--- config.mk ---
export PLATFORM = sky130hd
export DESIGN_NAME = mio_top
export DESIGN_NICKNAME = d
export VERILOG_FILES = /design/src/design/mio_pkg.sv /design/src/design/mio_debounce.sv /design/src/design/mio_pulse.sv /design/src/design/mio_top.sv
export SDC_FILE = /design/constraint.sdc
export NUM_CORES = 1
export LEC_CHECK = 0
export ABC_AREA = 1
export BUFFER_PORTS_ARGS = -buffer_cell sky130_fd_sc_hd__buf_2
export CAP_MARGIN = 25
export CORE_MARGIN = 2
export CORE_UTILIZATION = 35
export CTS_BUF_LIST = sky130_fd_sc_hd__clkbuf_2 sky130_fd_sc_hd__clkbuf_4 sky130_fd_sc_hd__clkbuf_8
export CTS_CLUSTER_DIAMETER = 30
export CTS_CLUSTER_SIZE = 40
export DETAILED_ROUTE_END_ITERATION = 12
export HOLD_SLACK_MARGIN = 0.15
export SETUP_SLACK_MARGIN = 0.4
export SYNTH_ARGS = -nofsm -noshare
export SYNTH_HDL_FRONTEND = slang
export SYNTH_SLANG_ARGS = --single-unit
--- constraint.sdc ---
create_clock -name clk_sys_in -period 3.1 [get_ports clk_sys_in]
set_input_delay 0.62 -clock clk_sys_in [delete_from_list [all_inputs] [get_ports clk_sys_in]]
set_output_delay 0.62 -clock clk_sys_in [all_outputs]
set_load 0.01 [all_outputs]
--- src/design/mio_pkg.sv ---
// constants for the machine io function logic
// assumes a 20 MHz system clock and active-low asynchronous reset
package mio_pkg;
  localparam int          MIO_CLK_HZ        = 20000000;
  localparam int          MIO_END_MS        = 200;
  localparam int          MIO_END_CYCLES    = MIO_CLK_HZ / 1000 * MIO_END_MS;
  localparam int          MIO_DEB_US        = 5000;
  localparam int          MIO_DEB_CYCLES    = MIO_CLK_HZ / 1000000 * MIO_DEB_US;
  localparam int          MIO_NUM_IN        = 16;
  localparam int          MIO_HOT_W         = 9;
  localparam logic [8:0]  MIO_HOT_NONE      = 9'h000;
  localparam logic [8:0]  MIO_HOT_EXP_OFS   = 9'h004;
  localparam int          MIO_BIT_MAIN      = 0;
  localparam int          MIO_BIT_EXP       = 4;
  localparam int          MIO_BIT_CORR_X    = 12;
  localparam int          MIO_BIT_CORR_Y    = 13;
  localparam int          MIO_BIT_CORR_Z    = 14;
  localparam int          MIO_BIT_AIR       = 15;
endpackage : mio_pkg

--- src/design/mio_debounce.sv ---
// one input bit: two-flop synchroniser then stability counter
// assumes a raw asynchronous level on raw_in
`timescale 1ns/100ps
`default_nettype none
module mio_debounce
  import mio_pkg::*;
#(
  parameter int DEB_CYCLES = MIO_DEB_CYCLES
) (
  // clock and reset
  input  wire logic clk_sys_in,
  input  wire logic arst_n_in,
  // level
  input  wire logic raw_in,
  output logic      clean_out
);
  localparam int CW = $clog2(DEB_CYCLES + 1);
  initial begin
    if (DEB_CYCLES < 1) $error("debounce count must be positive");
  end
  logic          meta;
  logic          sync;
  logic [CW-1:0] cnt;

  always_ff @(posedge clk_sys_in or negedge arst_n_in) begin
    if (!arst_n_in) begin
      meta <= 1'b0;
      sync <= 1'b0;
    end else begin
      meta <= raw_in;
      sync <= meta;
    end
  end

  // a change must hold for the full count before it is passed on
  always_ff @(posedge clk_sys_in or negedge arst_n_in) begin
    if (!arst_n_in) begin
      cnt       <= '0;
      clean_out <= 1'b0;
    end else if (sync == clean_out) begin
      cnt <= '0;
    end else if (cnt == CW'(DEB_CYCLES - 1)) begin
      cnt       <= '0;
      clean_out <= sync;
    end else begin
      cnt <= cnt + 1'b1;
    end
  end

  a_deb_stable: assert property (@(posedge clk_sys_in) disable iff (!arst_n_in)
    $changed(clean_out) |-> $past(sync) == clean_out)
    else $error("debounced level changed without input agreeing");
endmodule : mio_debounce
`default_nettype wire

--- src/design/mio_pulse.sv ---
// fixed-length pulse stretcher, retriggers on each start
// assumes start_in is a one-cycle pulse on the same clock
`timescale 1ns/100ps
`default_nettype none
module mio_pulse
  import mio_pkg::*;
#(
  parameter int PULSE_CYCLES = MIO_END_CYCLES
) (
  // clock and reset
  input  wire logic clk_sys_in,
  input  wire logic arst_n_in,
  // control
  input  wire logic start_in,
  output logic      pulse_out
);
  localparam int CW = $clog2(PULSE_CYCLES + 1);
  initial begin
    if (PULSE_CYCLES < 1) $error("pulse length must be positive");
  end
  logic [CW-1:0] remain;

  always_ff @(posedge clk_sys_in or negedge arst_n_in) begin
    if (!arst_n_in) begin
      remain    <= '0;
      pulse_out <= 1'b0;
    end else if (start_in) begin
      remain    <= CW'(PULSE_CYCLES - 1);
      pulse_out <= 1'b1;
    end else if (remain != '0) begin
      remain <= remain - 1'b1;
    end else begin
      pulse_out <= 1'b0;
    end
  end

  a_pulse_start: assert property (@(posedge clk_sys_in) disable iff (!arst_n_in)
    start_in |=> pulse_out)
    else $error("end pulse did not start");
  a_pulse_end: assert property (@(posedge clk_sys_in) disable iff (!arst_n_in)
    pulse_out && remain == '0 && !start_in |=> !pulse_out)
    else $error("end pulse overran its length");
endmodule : mio_pulse
`default_nettype wire

--- src/design/mio_top.sv ---
// machine io function logic: input decode and status outputs
// assumes raw pins are asynchronous; machine state arrives on clk_sys_in
`timescale 1ns/100ps
`default_nettype none
module mio_top
  import mio_pkg::*;
#(
  parameter int DEB_CYCLES = MIO_DEB_CYCLES,
  parameter int END_CYCLES = MIO_END_CYCLES
) (
  // clock and reset
  input  wire logic       clk_sys_in,
  input  wire logic       arst_n_in,
  // raw input pins
  input  wire logic [3:0] main_inputs_in,
  input  wire logic [7:0] expansion_inputs_one_to_eight_in,
  input  wire logic       expansion_input_nine_in,
  input  wire logic       expansion_input_ten_in,
  input  wire logic       expansion_input_eleven_in,
  input  wire logic       air_pressure_in,
  input  wire logic       left_box_press_in,
  input  wire logic       right_box_press_in,
  // machine state from the controller
  input  wire logic       dual_y_en_in,
  input  wire logic       standby_in,
  input  wire logic       running_in,
  input  wire logic       paused_in,
  input  wire logic       abnormal_in,
  input  wire logic       process_done_in,
  input  wire logic [3:0] head_exec_in,
  input  wire logic       cylinder_exec_in,
  input  wire logic       cleaning_exec_in,
  // hotkey file selection
  output logic            hotkey_valid_out,
  output logic [8:0]      hotkey_code_out,
  output logic            file_select_out,
  // head correction requests
  output logic            correct_xyz_out,
  output logic            correct_pending_out,
  // status
  output logic            air_pressure_out,
  // indicator and actuator outputs
  output logic            ready_out,
  output logic            alarm_out,
  output logic            running_out,
  output logic            end_out,
  output logic [3:0]      feed_out,
  output logic            cylinder_out,
  output logic            cleaning_out,
  output logic            pause_out,
  output logic            left_ind_out,
  output logic            right_ind_out
);
  initial begin
    if (DEB_CYCLES < 1 || END_CYCLES < 1) $error("counts must be positive");
  end

  logic [MIO_NUM_IN-1:0] raw;
  logic [MIO_NUM_IN-1:0] clean;
  logic                  side_meta_l;
  logic                  side_meta_r;
  logic                  side_l;
  logic                  side_r;
  logic [8:0]            next_code;
  logic [8:0]            code_prev;

  assign raw = {air_pressure_in, expansion_input_eleven_in, expansion_input_ten_in,
                expansion_input_nine_in, expansion_inputs_one_to_eight_in,
                main_inputs_in};

  genvar gi;
  generate
    for (gi = 0; gi < MIO_NUM_IN; gi++) begin : g_in
      mio_debounce #(.DEB_CYCLES(DEB_CYCLES)) u_deb (
        .clk_sys_in (clk_sys_in),
        .arst_n_in  (arst_n_in),
        .raw_in     (raw[gi]),
        .clean_out  (clean[gi])
      );
    end
  endgenerate

  // main inputs win over the expansion pattern; lowest main input first
  always_comb begin
    next_code = MIO_HOT_NONE;
    if (clean[MIO_BIT_EXP +: 8] != 8'h00) begin
      next_code = {1'b0, clean[MIO_BIT_EXP +: 8]} + MIO_HOT_EXP_OFS;
    end
    for (int i = 3; i >= 0; i--) begin
      if (clean[MIO_BIT_MAIN + i]) begin
        next_code = 9'(i + 1);
      end
    end
  end

  always_ff @(posedge clk_sys_in or negedge arst_n_in) begin
    if (!arst_n_in) begin
      hotkey_code_out  <= MIO_HOT_NONE;
      hotkey_valid_out <= 1'b0;
      code_prev        <= MIO_HOT_NONE;
      file_select_out  <= 1'b0;
    end else begin
      hotkey_code_out  <= next_code;
      hotkey_valid_out <= (next_code != MIO_HOT_NONE);
      code_prev        <= next_code;
      // one select strobe per new nonzero code, held codes do not repeat
      file_select_out  <= (next_code != MIO_HOT_NONE) && (next_code != code_prev);
    end
  end

  // a lone axis request is held pending, never applied
  always_ff @(posedge clk_sys_in or negedge arst_n_in) begin
    if (!arst_n_in) begin
      correct_xyz_out     <= 1'b0;
      correct_pending_out <= 1'b0;
    end else begin
      correct_xyz_out <= clean[MIO_BIT_CORR_X] && clean[MIO_BIT_CORR_Y]
                         && clean[MIO_BIT_CORR_Z];
      correct_pending_out <= (clean[MIO_BIT_CORR_X] || clean[MIO_BIT_CORR_Y]
                             || clean[MIO_BIT_CORR_Z])
                             && !(clean[MIO_BIT_CORR_X] && clean[MIO_BIT_CORR_Y]
                             && clean[MIO_BIT_CORR_Z]);
    end
  end

  always_ff @(posedge clk_sys_in or negedge arst_n_in) begin
    if (!arst_n_in) begin
      air_pressure_out <= 1'b0;
    end else begin
      air_pressure_out <= clean[MIO_BIT_AIR];
    end
  end

  // button box presses are pins; no debounce needed for a lamp
  always_ff @(posedge clk_sys_in or negedge arst_n_in) begin
    if (!arst_n_in) begin
      side_meta_l <= 1'b0;
      side_meta_r <= 1'b0;
      side_l      <= 1'b0;
      side_r      <= 1'b0;
    end else begin
      side_meta_l <= left_box_press_in;
      side_meta_r <= right_box_press_in;
      side_l      <= side_meta_l;
      side_r      <= side_meta_r;
    end
  end

  // latched while dual_y_en_in is high: the lamp stays on the last side pressed; both lamps clear when it is low
  always_ff @(posedge clk_sys_in or negedge arst_n_in) begin
    if (!arst_n_in) begin
      left_ind_out  <= 1'b0;
      right_ind_out <= 1'b0;
    end else if (!dual_y_en_in) begin
      left_ind_out  <= 1'b0;
      right_ind_out <= 1'b0;
    end else if (side_l && !side_r) begin
      left_ind_out  <= 1'b1;
      right_ind_out <= 1'b0;
    end else if (side_r && !side_l) begin
      left_ind_out  <= 1'b0;
      right_ind_out <= 1'b1;
    end
  end

  always_ff @(posedge clk_sys_in or negedge arst_n_in) begin
    if (!arst_n_in) begin
      ready_out    <= 1'b0;
      alarm_out    <= 1'b0;
      running_out  <= 1'b0;
      pause_out    <= 1'b0;
      feed_out     <= 4'h0;
      cylinder_out <= 1'b0;
      cleaning_out <= 1'b0;
    end else begin
      ready_out    <= standby_in && !running_in && !abnormal_in;
      alarm_out    <= abnormal_in;
      running_out  <= running_in;
      pause_out    <= paused_in;
      feed_out     <= head_exec_in;
      cylinder_out <= cylinder_exec_in;
      cleaning_out <= cleaning_exec_in;
    end
  end

  mio_pulse #(.PULSE_CYCLES(END_CYCLES)) u_end (
    .clk_sys_in (clk_sys_in),
    .arst_n_in  (arst_n_in),
    .start_in   (process_done_in),
    .pulse_out  (end_out)
  );

  a_ready_drop: assert property (@(posedge clk_sys_in) disable iff (!arst_n_in)
    running_in |=> !ready_out)
    else $error("ready stayed on while running");
  a_alarm_follow: assert property (@(posedge clk_sys_in) disable iff (!arst_n_in)
    ##1 alarm_out == $past(abnormal_in))
    else $error("alarm does not follow abnormal condition");
  a_run_follow: assert property (@(posedge clk_sys_in) disable iff (!arst_n_in)
    running_in ##1 running_in |=> running_out)
    else $error("running output dropped during motion");
  a_feed_heads: assert property (@(posedge clk_sys_in) disable iff (!arst_n_in)
    ##1 feed_out == $past(head_exec_in))
    else $error("feed outputs do not track head programs");
  a_cyl_clean: assert property (@(posedge clk_sys_in) disable iff (!arst_n_in)
    ##1 (cylinder_out == $past(cylinder_exec_in)
    && cleaning_out == $past(cleaning_exec_in)))
    else $error("cylinder or cleaning output wrong");
  a_pause_follow: assert property (@(posedge clk_sys_in) disable iff (!arst_n_in)
    ##1 pause_out == $past(paused_in))
    else $error("pause output wrong");
  a_main_hotkey: assert property (@(posedge clk_sys_in) disable iff (!arst_n_in)
    clean[MIO_BIT_MAIN] |=> hotkey_code_out == 9'h001)
    else $error("main input one did not give hotkey one");
  a_exp_hotkey: assert property (@(posedge clk_sys_in) disable iff (!arst_n_in)
    clean[MIO_BIT_MAIN +: 4] == 4'h0 && clean[MIO_BIT_EXP +: 8] != 8'h00
    |=> hotkey_code_out == {1'b0, $past(clean[MIO_BIT_EXP +: 8])} + MIO_HOT_EXP_OFS)
    else $error("expansion hotkey not value plus four");
  a_xyz_only: assert property (@(posedge clk_sys_in) disable iff (!arst_n_in)
    correct_xyz_out |-> $past(clean[MIO_BIT_CORR_X]) && $past(clean[MIO_BIT_CORR_Y])
    && $past(clean[MIO_BIT_CORR_Z]))
    else $error("correction applied without all three axes");
  a_end_length: assert property (@(posedge clk_sys_in) disable iff (!arst_n_in)
    process_done_in ##1 !process_done_in[*3] |-> end_out)
    else $error("end pulse too short");
endmodule : mio_top
`default_nettype wire

Yosys cells after proc, flatten, opt, wreduce, memory -nomap -nowiden
Index checks and enable logic that the tools add are counted.
Widths: inputs -> output; s select.
- add/subtract/negate cells: 18
- multipliers: 0
- divide/modulo/power cells: 0
- magnitude comparators: 0
- eq/ne operators: 35
- shifts and indexed selects: 0
- multiplexer cells: 47
- bitwise operators: 16
- reduce and logical (&&, ||, !) cells: 35
- operator list (cell ; number):
    $mux 17 ; 32
    $add 17x1->17 const B ; 16
    $eq 17x17->1 const B ; 16
    $mux 9 ; 5
    $mux 22 ; 2
    $reduce_and 2->1 ; 16
    $reduce_bool 22->1 ; 1
    $sub 22x1->22 const B ; 1
    $eq 1x1->1 ; 16
    $not 1->1 ; 16
    $add 8x3->9 const B ; 1
    $ne 9x9->1 ; 1
    $reduce_bool 9->1 ; 1
    $logic_and 1x1->1 ; 8
    $mux 1 ; 8
    $reduce_bool 8->1 ; 1
    $logic_not 1->1 ; 5
    $ne 3x1->1 const B ; 1
    $logic_or 1x1->1 ; 2
    $ne 2x2->1 const B ; 1
    $reduce_bool 2->1 ; 1
- flip-flop bits (word level): 373
- bits in latches: 0
- memory bits (writable): 0
- bits in read-only memories: 0
- memories: 0

Depth between registers and ports, before layout
- depth in word-level cells: 8
- mapped depth: 14

Hierarchy
From an unflattened synthesis, not the netlist that was laid out.
- cells, all modules: 2602
- area total of the unflattened synthesis: 20385.8 µm²
- modules (own cells, without submodules) (module ; times used ; cells each ; area each (µm²) ; sequential area each (µm²)):
    mio_debounce ; 16 ; 141 ; 1099.8 ; 500.5
    mio_pulse ; 1 ; 191 ; 1471.4 ; 575.6
    mio_top ; 1 ; 155 ; 1317.5 ; 750.7

Worst setup path before layout
No wires, ideal clock.
- path type: register to register
- start point: reg u_end.remain[0]
- end point: reg u_end.remain[13]
- library setup time: 0.123 ns
- data arrival time: 1.577 ns
- required time: 2.977 ns
- path slack: 1.400 ns
- cell stages (with the launch flop): 12
- path buffers: 0
- period minus slack after synthesis: 1.700 ns
- cells stage by stage: dfrtp_1 inv_1 ha_1 inv_1 nor3_4 nand2_4 nor2_8 nand3_4 nor2_8 nor2_4 o21ai_2 a21oi_2
- cells in the longest elaborated chain, start to end: 3
- RTL lines (what ; RTL line ; source):
    start, declared ; mio_pulse.sv:21 ; logic [CW-1:0] remain;
    start signal, assigned ; mio_pulse.sv:28 ; remain <= CW'(PULSE_CYCLES - 1);
    start signal, assigned ; mio_pulse.sv:31 ; remain <= remain - 1'b1;
    $sub 22x1->22 ; mio_pulse.sv:31 ;
    $mux 22 ; mio_pulse.sv:30 ; end else if (remain != '0) begin
    $mux 22 ; mio_pulse.sv:27 ; end else if (start_in) begin
Parallel ways exist; a longest one is shown, timed or not. The select of a mux whose other input is x is not followed.
A chain may end at the register's enable or synchronous reset.

==> flow_summary_export.csv <==
group,metric,value,unit
final_layout,finalNetCount,2301,
place,port_buffers,58,
global_route,grtUsageMet1,19.07,%
global_route,gr-total-overflow,0,
logic_synthesis,async_reset_ff_share,100.0,%
logic_synthesis,synth_compound_area_share,6.300,%
sta,period_minus_slack,1923,ps
logic_synthesis,synthXorXnorAreaFrac,3.856,%
critical_path,ff2ff_path_depth,10,
clock_tree,cts_sinks,373,
hold_path,min_path_cells,2,
critical_path,arrival,1300,ps
power_and_ir_drop,ir_drop,0.4523,mV
power_and_ir_drop,p_leak,0.009774,uW
place,dpl.hpwl,26330,um
logic_synthesis,postSynthAreaPerCell,8.770,um2
sta,fmax,519.9,MHz
critical_path,critPathSlowestCell,"dfrtp_1",
routing,drc,0,
clock_tree,cts_made_buffers,93,
critical_path,critical_path_buf_inv_count,1,
floorplan,row_count,83,
final_layout,seqCellArea,9334,um2
sta,timing.slew.headroom,64.26,%
global_route,grt_pass1_vias,14404,
sta,setup_viol_count_final,0,
clock_tree,clock_path_buffers,3,
sta,hold_ws,239.7,ps
final_layout,diodes,0,
logic_synthesis,syn_inst,2072,
final_layout,area_growth,20.48,%
final_layout,n_fill_cell,5053,
critical_path,crit_chain,"buf_2",
routing,wirelength,37880,um
logic_synthesis,ys_seq_area_share,51.37,%
global_route,use_met2,23.30,%
global_route,grt_max_degree,81,
logic_synthesis,synthSimpleGateAreaFrac,30.29,%
clock_tree,clk_latency,670,ps
clock_tree,path_clk_slew,60,ps
sta,drv_slew,0,
power_and_ir_drop,cellPowerDensity,562.0,nW/um2
global_route,gr-usage-met3,4.015,%
sta,grt_setup_unrepaired,"no",
global_route,grt_usage,14.73,%
clock_tree,h-tree-depth,3,
logic_synthesis,yosys_warnings,0,
routing,ant_nets,0,
logic_synthesis,synth_area,18170,um2
critical_path,rrSetupSlack,1220,ps
floorplan,coreArea,51300,um2
critical_path,crit_required,2480,ps
routing,dr.pass1.iters,5,
global_route,grt.busiest_layer,"met2",
critical_path,crit_type,"reg2out",
sta,hold_viol_final,0,
logic_synthesis,synth-seq-cells,373,
critical_path,cp-start-kind,"flip-flop",
flow_run,maxCapViolations,0,
sta,post-route-period-util,62.05,%
routing,vias,14334,
sta,tightest_slew,536.0,ps
logic_synthesis,synth-main-ff-cell,"dfrtp_1",
clock_tree,cts_tree,"done",
final_layout,multiInputGateArea,7711,um2
sta,tns,0,ps
final_layout,drive_gt1_share,16.52,%
clock_tree,post_cts_buffers,0,
global_route,antenna_found_initial,0,
logic_synthesis,syn_nets,2123,
outcome,outcome,"complete, no violations",
place,placed_cell_area,19360,um2
logic_synthesis,ys_types,53,
floorplan,die_area,53760,um2
clock_tree,cts-root-buf,"clkbuf_8",
final_layout,final_area,21890,um2
critical_path,end_kind,"output pin",
floorplan,io_pins,59,
floorplan,die_h,231.9,um
logic_synthesis,synth_adder_area_share,1.308,%
critical_path,crit_family,"flip-flops",
hold_path,holdCritStartpoint,"standby_in",
floorplan,die_w,231.9,um
hold_path,hold_end,"ready_out",
place,place.gp.congestion,0.8924,
floorplan,start_util,35.42,%
global_route,grt_pass1_wl,66290,um
critical_path,slowest_delay,450,ps
routing,wl_per_cell,12.58,um
clock_tree,cts_resized,0,
logic_synthesis,synth_top_family_by_area,"simple AND/OR/NAND/NOR gates",
routing,vias_per_cell,4.761,
logic_synthesis,synth_edf_count,0,
sta,skew,44.85,ps
logic_synthesis,synth.mux.area_fraction,0.6817,%
critical_path,r2r-end,"u_end.remain[18]",
hold_path,hp-class,"in2reg",
routing,initialDrtViolationCount,883,
critical_path,cp_max_fo,3,
critical_path,reg2reg_from,"u_end.remain[0]",
clock_tree,hold_buffers,29,
## cells in the mapped netlist, types with 21 or more instances
cell type / count / share of area, %
a211oi_1: 21 / 0.87
a21oi_1: 89 / 2.5
dfrtp_1: 373 / 51
inv_1: 280 / 5.8
nand2_1: 303 / 6.3
nand3_1: 106 / 2.9
nand4_1: 57 / 2.0
nor2_1: 306 / 6.3
nor2_2: 42 / 1.4
nor3_1: 87 / 2.4
nor3_2: 21 / 1.2
nor3b_1: 49 / 2.0
nor4_1: 55 / 1.9
o21ai_0: 44 / 1.2
xor2_1: 62 / 3.0
## how the worst max path moves through the flow
stage | depth (start not counted) | to | start
floorplan | 11 | u_end.remain[13] | u_end.remain[0]
global placement | 5 | u_end.remain[15] | process_done_in
detailed placement | 5 | u_end.remain[14] | process_done_in
CTS | 1 | hotkey_code_out[6] | code_prev[6]
global route | 10 | u_end.remain[18] | u_end.remain[0]
finish | 1 | hotkey_code_out[6] | code_prev[6]
## report_power, final
part | switching (uW) | total, uW | internal [uW]
logic | 241 | 358 | 117
registers | 56.4 | 5020 | 4960
clock network | 2640 | 6930 | 4290
total | 2930 | 12300 | 9370
## routing by layer
layer	share of wire, %	vias up	wire length (um)
li1	-	7250	-
met1	47	6752	17690
met2	46	251	17250
met3	5.5	81	2076
met4	2.3	0	864
met5	0	-	0
## area by class of cell
| type | instances | area share, % |
|---|---|---|
| Clock buffer | 118 | 7.247 |
| Multi-Input combinational cell | 1404 | 35.22 |
| Timing Repair Buffer | 93 | 3.132 |
| Sequential cell | 373 | 42.63 |
| Inverter | 285 | 4.886 |
| Clock inverter | 58 | 2.995 |
| Tap cell | 680 | 3.886 |
## logic make-up (layout without fill, tap and decap cells)
family          after synthesis  count (layout)
mux                          11              11
buf+inv                     295             554
simple gates               1097            1097
xor+xnor                     80              80
fa+ha+maj                    19              19
compound gates              197             197
flops                       373             373
## metrics by stage
step / setup WS, ps / std cells / total power [uW] / util, %
finish: 1177 / 3011 / 12300 / 42.68
global route: 1025 / 3011 / 12890 / 42.68
CTS: 1109 / 3011 / 12560 / 42.68
detailed placement: 1177 / 2806 / 5444 / 37.74
global placement: 1195 / 2806 / 5432 / 37.74
floorplan: 1400 / 2072 / 5240 / -
## cell usage in the layout (no fill, tap or decap), types with 13 or more instances in the layout
cell type	instances
dfrtp_1	373
nor2_1	306
nand2_1	303
inv_1	280
clkbuf_8	112
nand3_1	106
a21oi_1	89
nor3_1	87
xor2_1	62
nand4_1	57
buf_2	57
nor4_1	55
nor3b_1	49
o21ai_0	44
nor2_2	42
dlygate4sd3_1	29
nor3_2	21
a211oi_1	21
nand2_2	19
ha_1	19
xnor2_1	18
clkinv_2	17
a31oi_1	14
nor2_4	13
clkinvlp_4	13
## flip-flops by register name (all words and copies together), names as in the netlist, 4 cells and up
register / count
g_in.u_deb.cnt: 272
g_in.u_deb.clean_out: 16
feed_out: 4
u_end.remain: 22
code_prev: 9
g_in.u_deb.sync: 16
g_in.u_deb.meta: 16
Note: power is estimated with default switching activity, not from simulation.
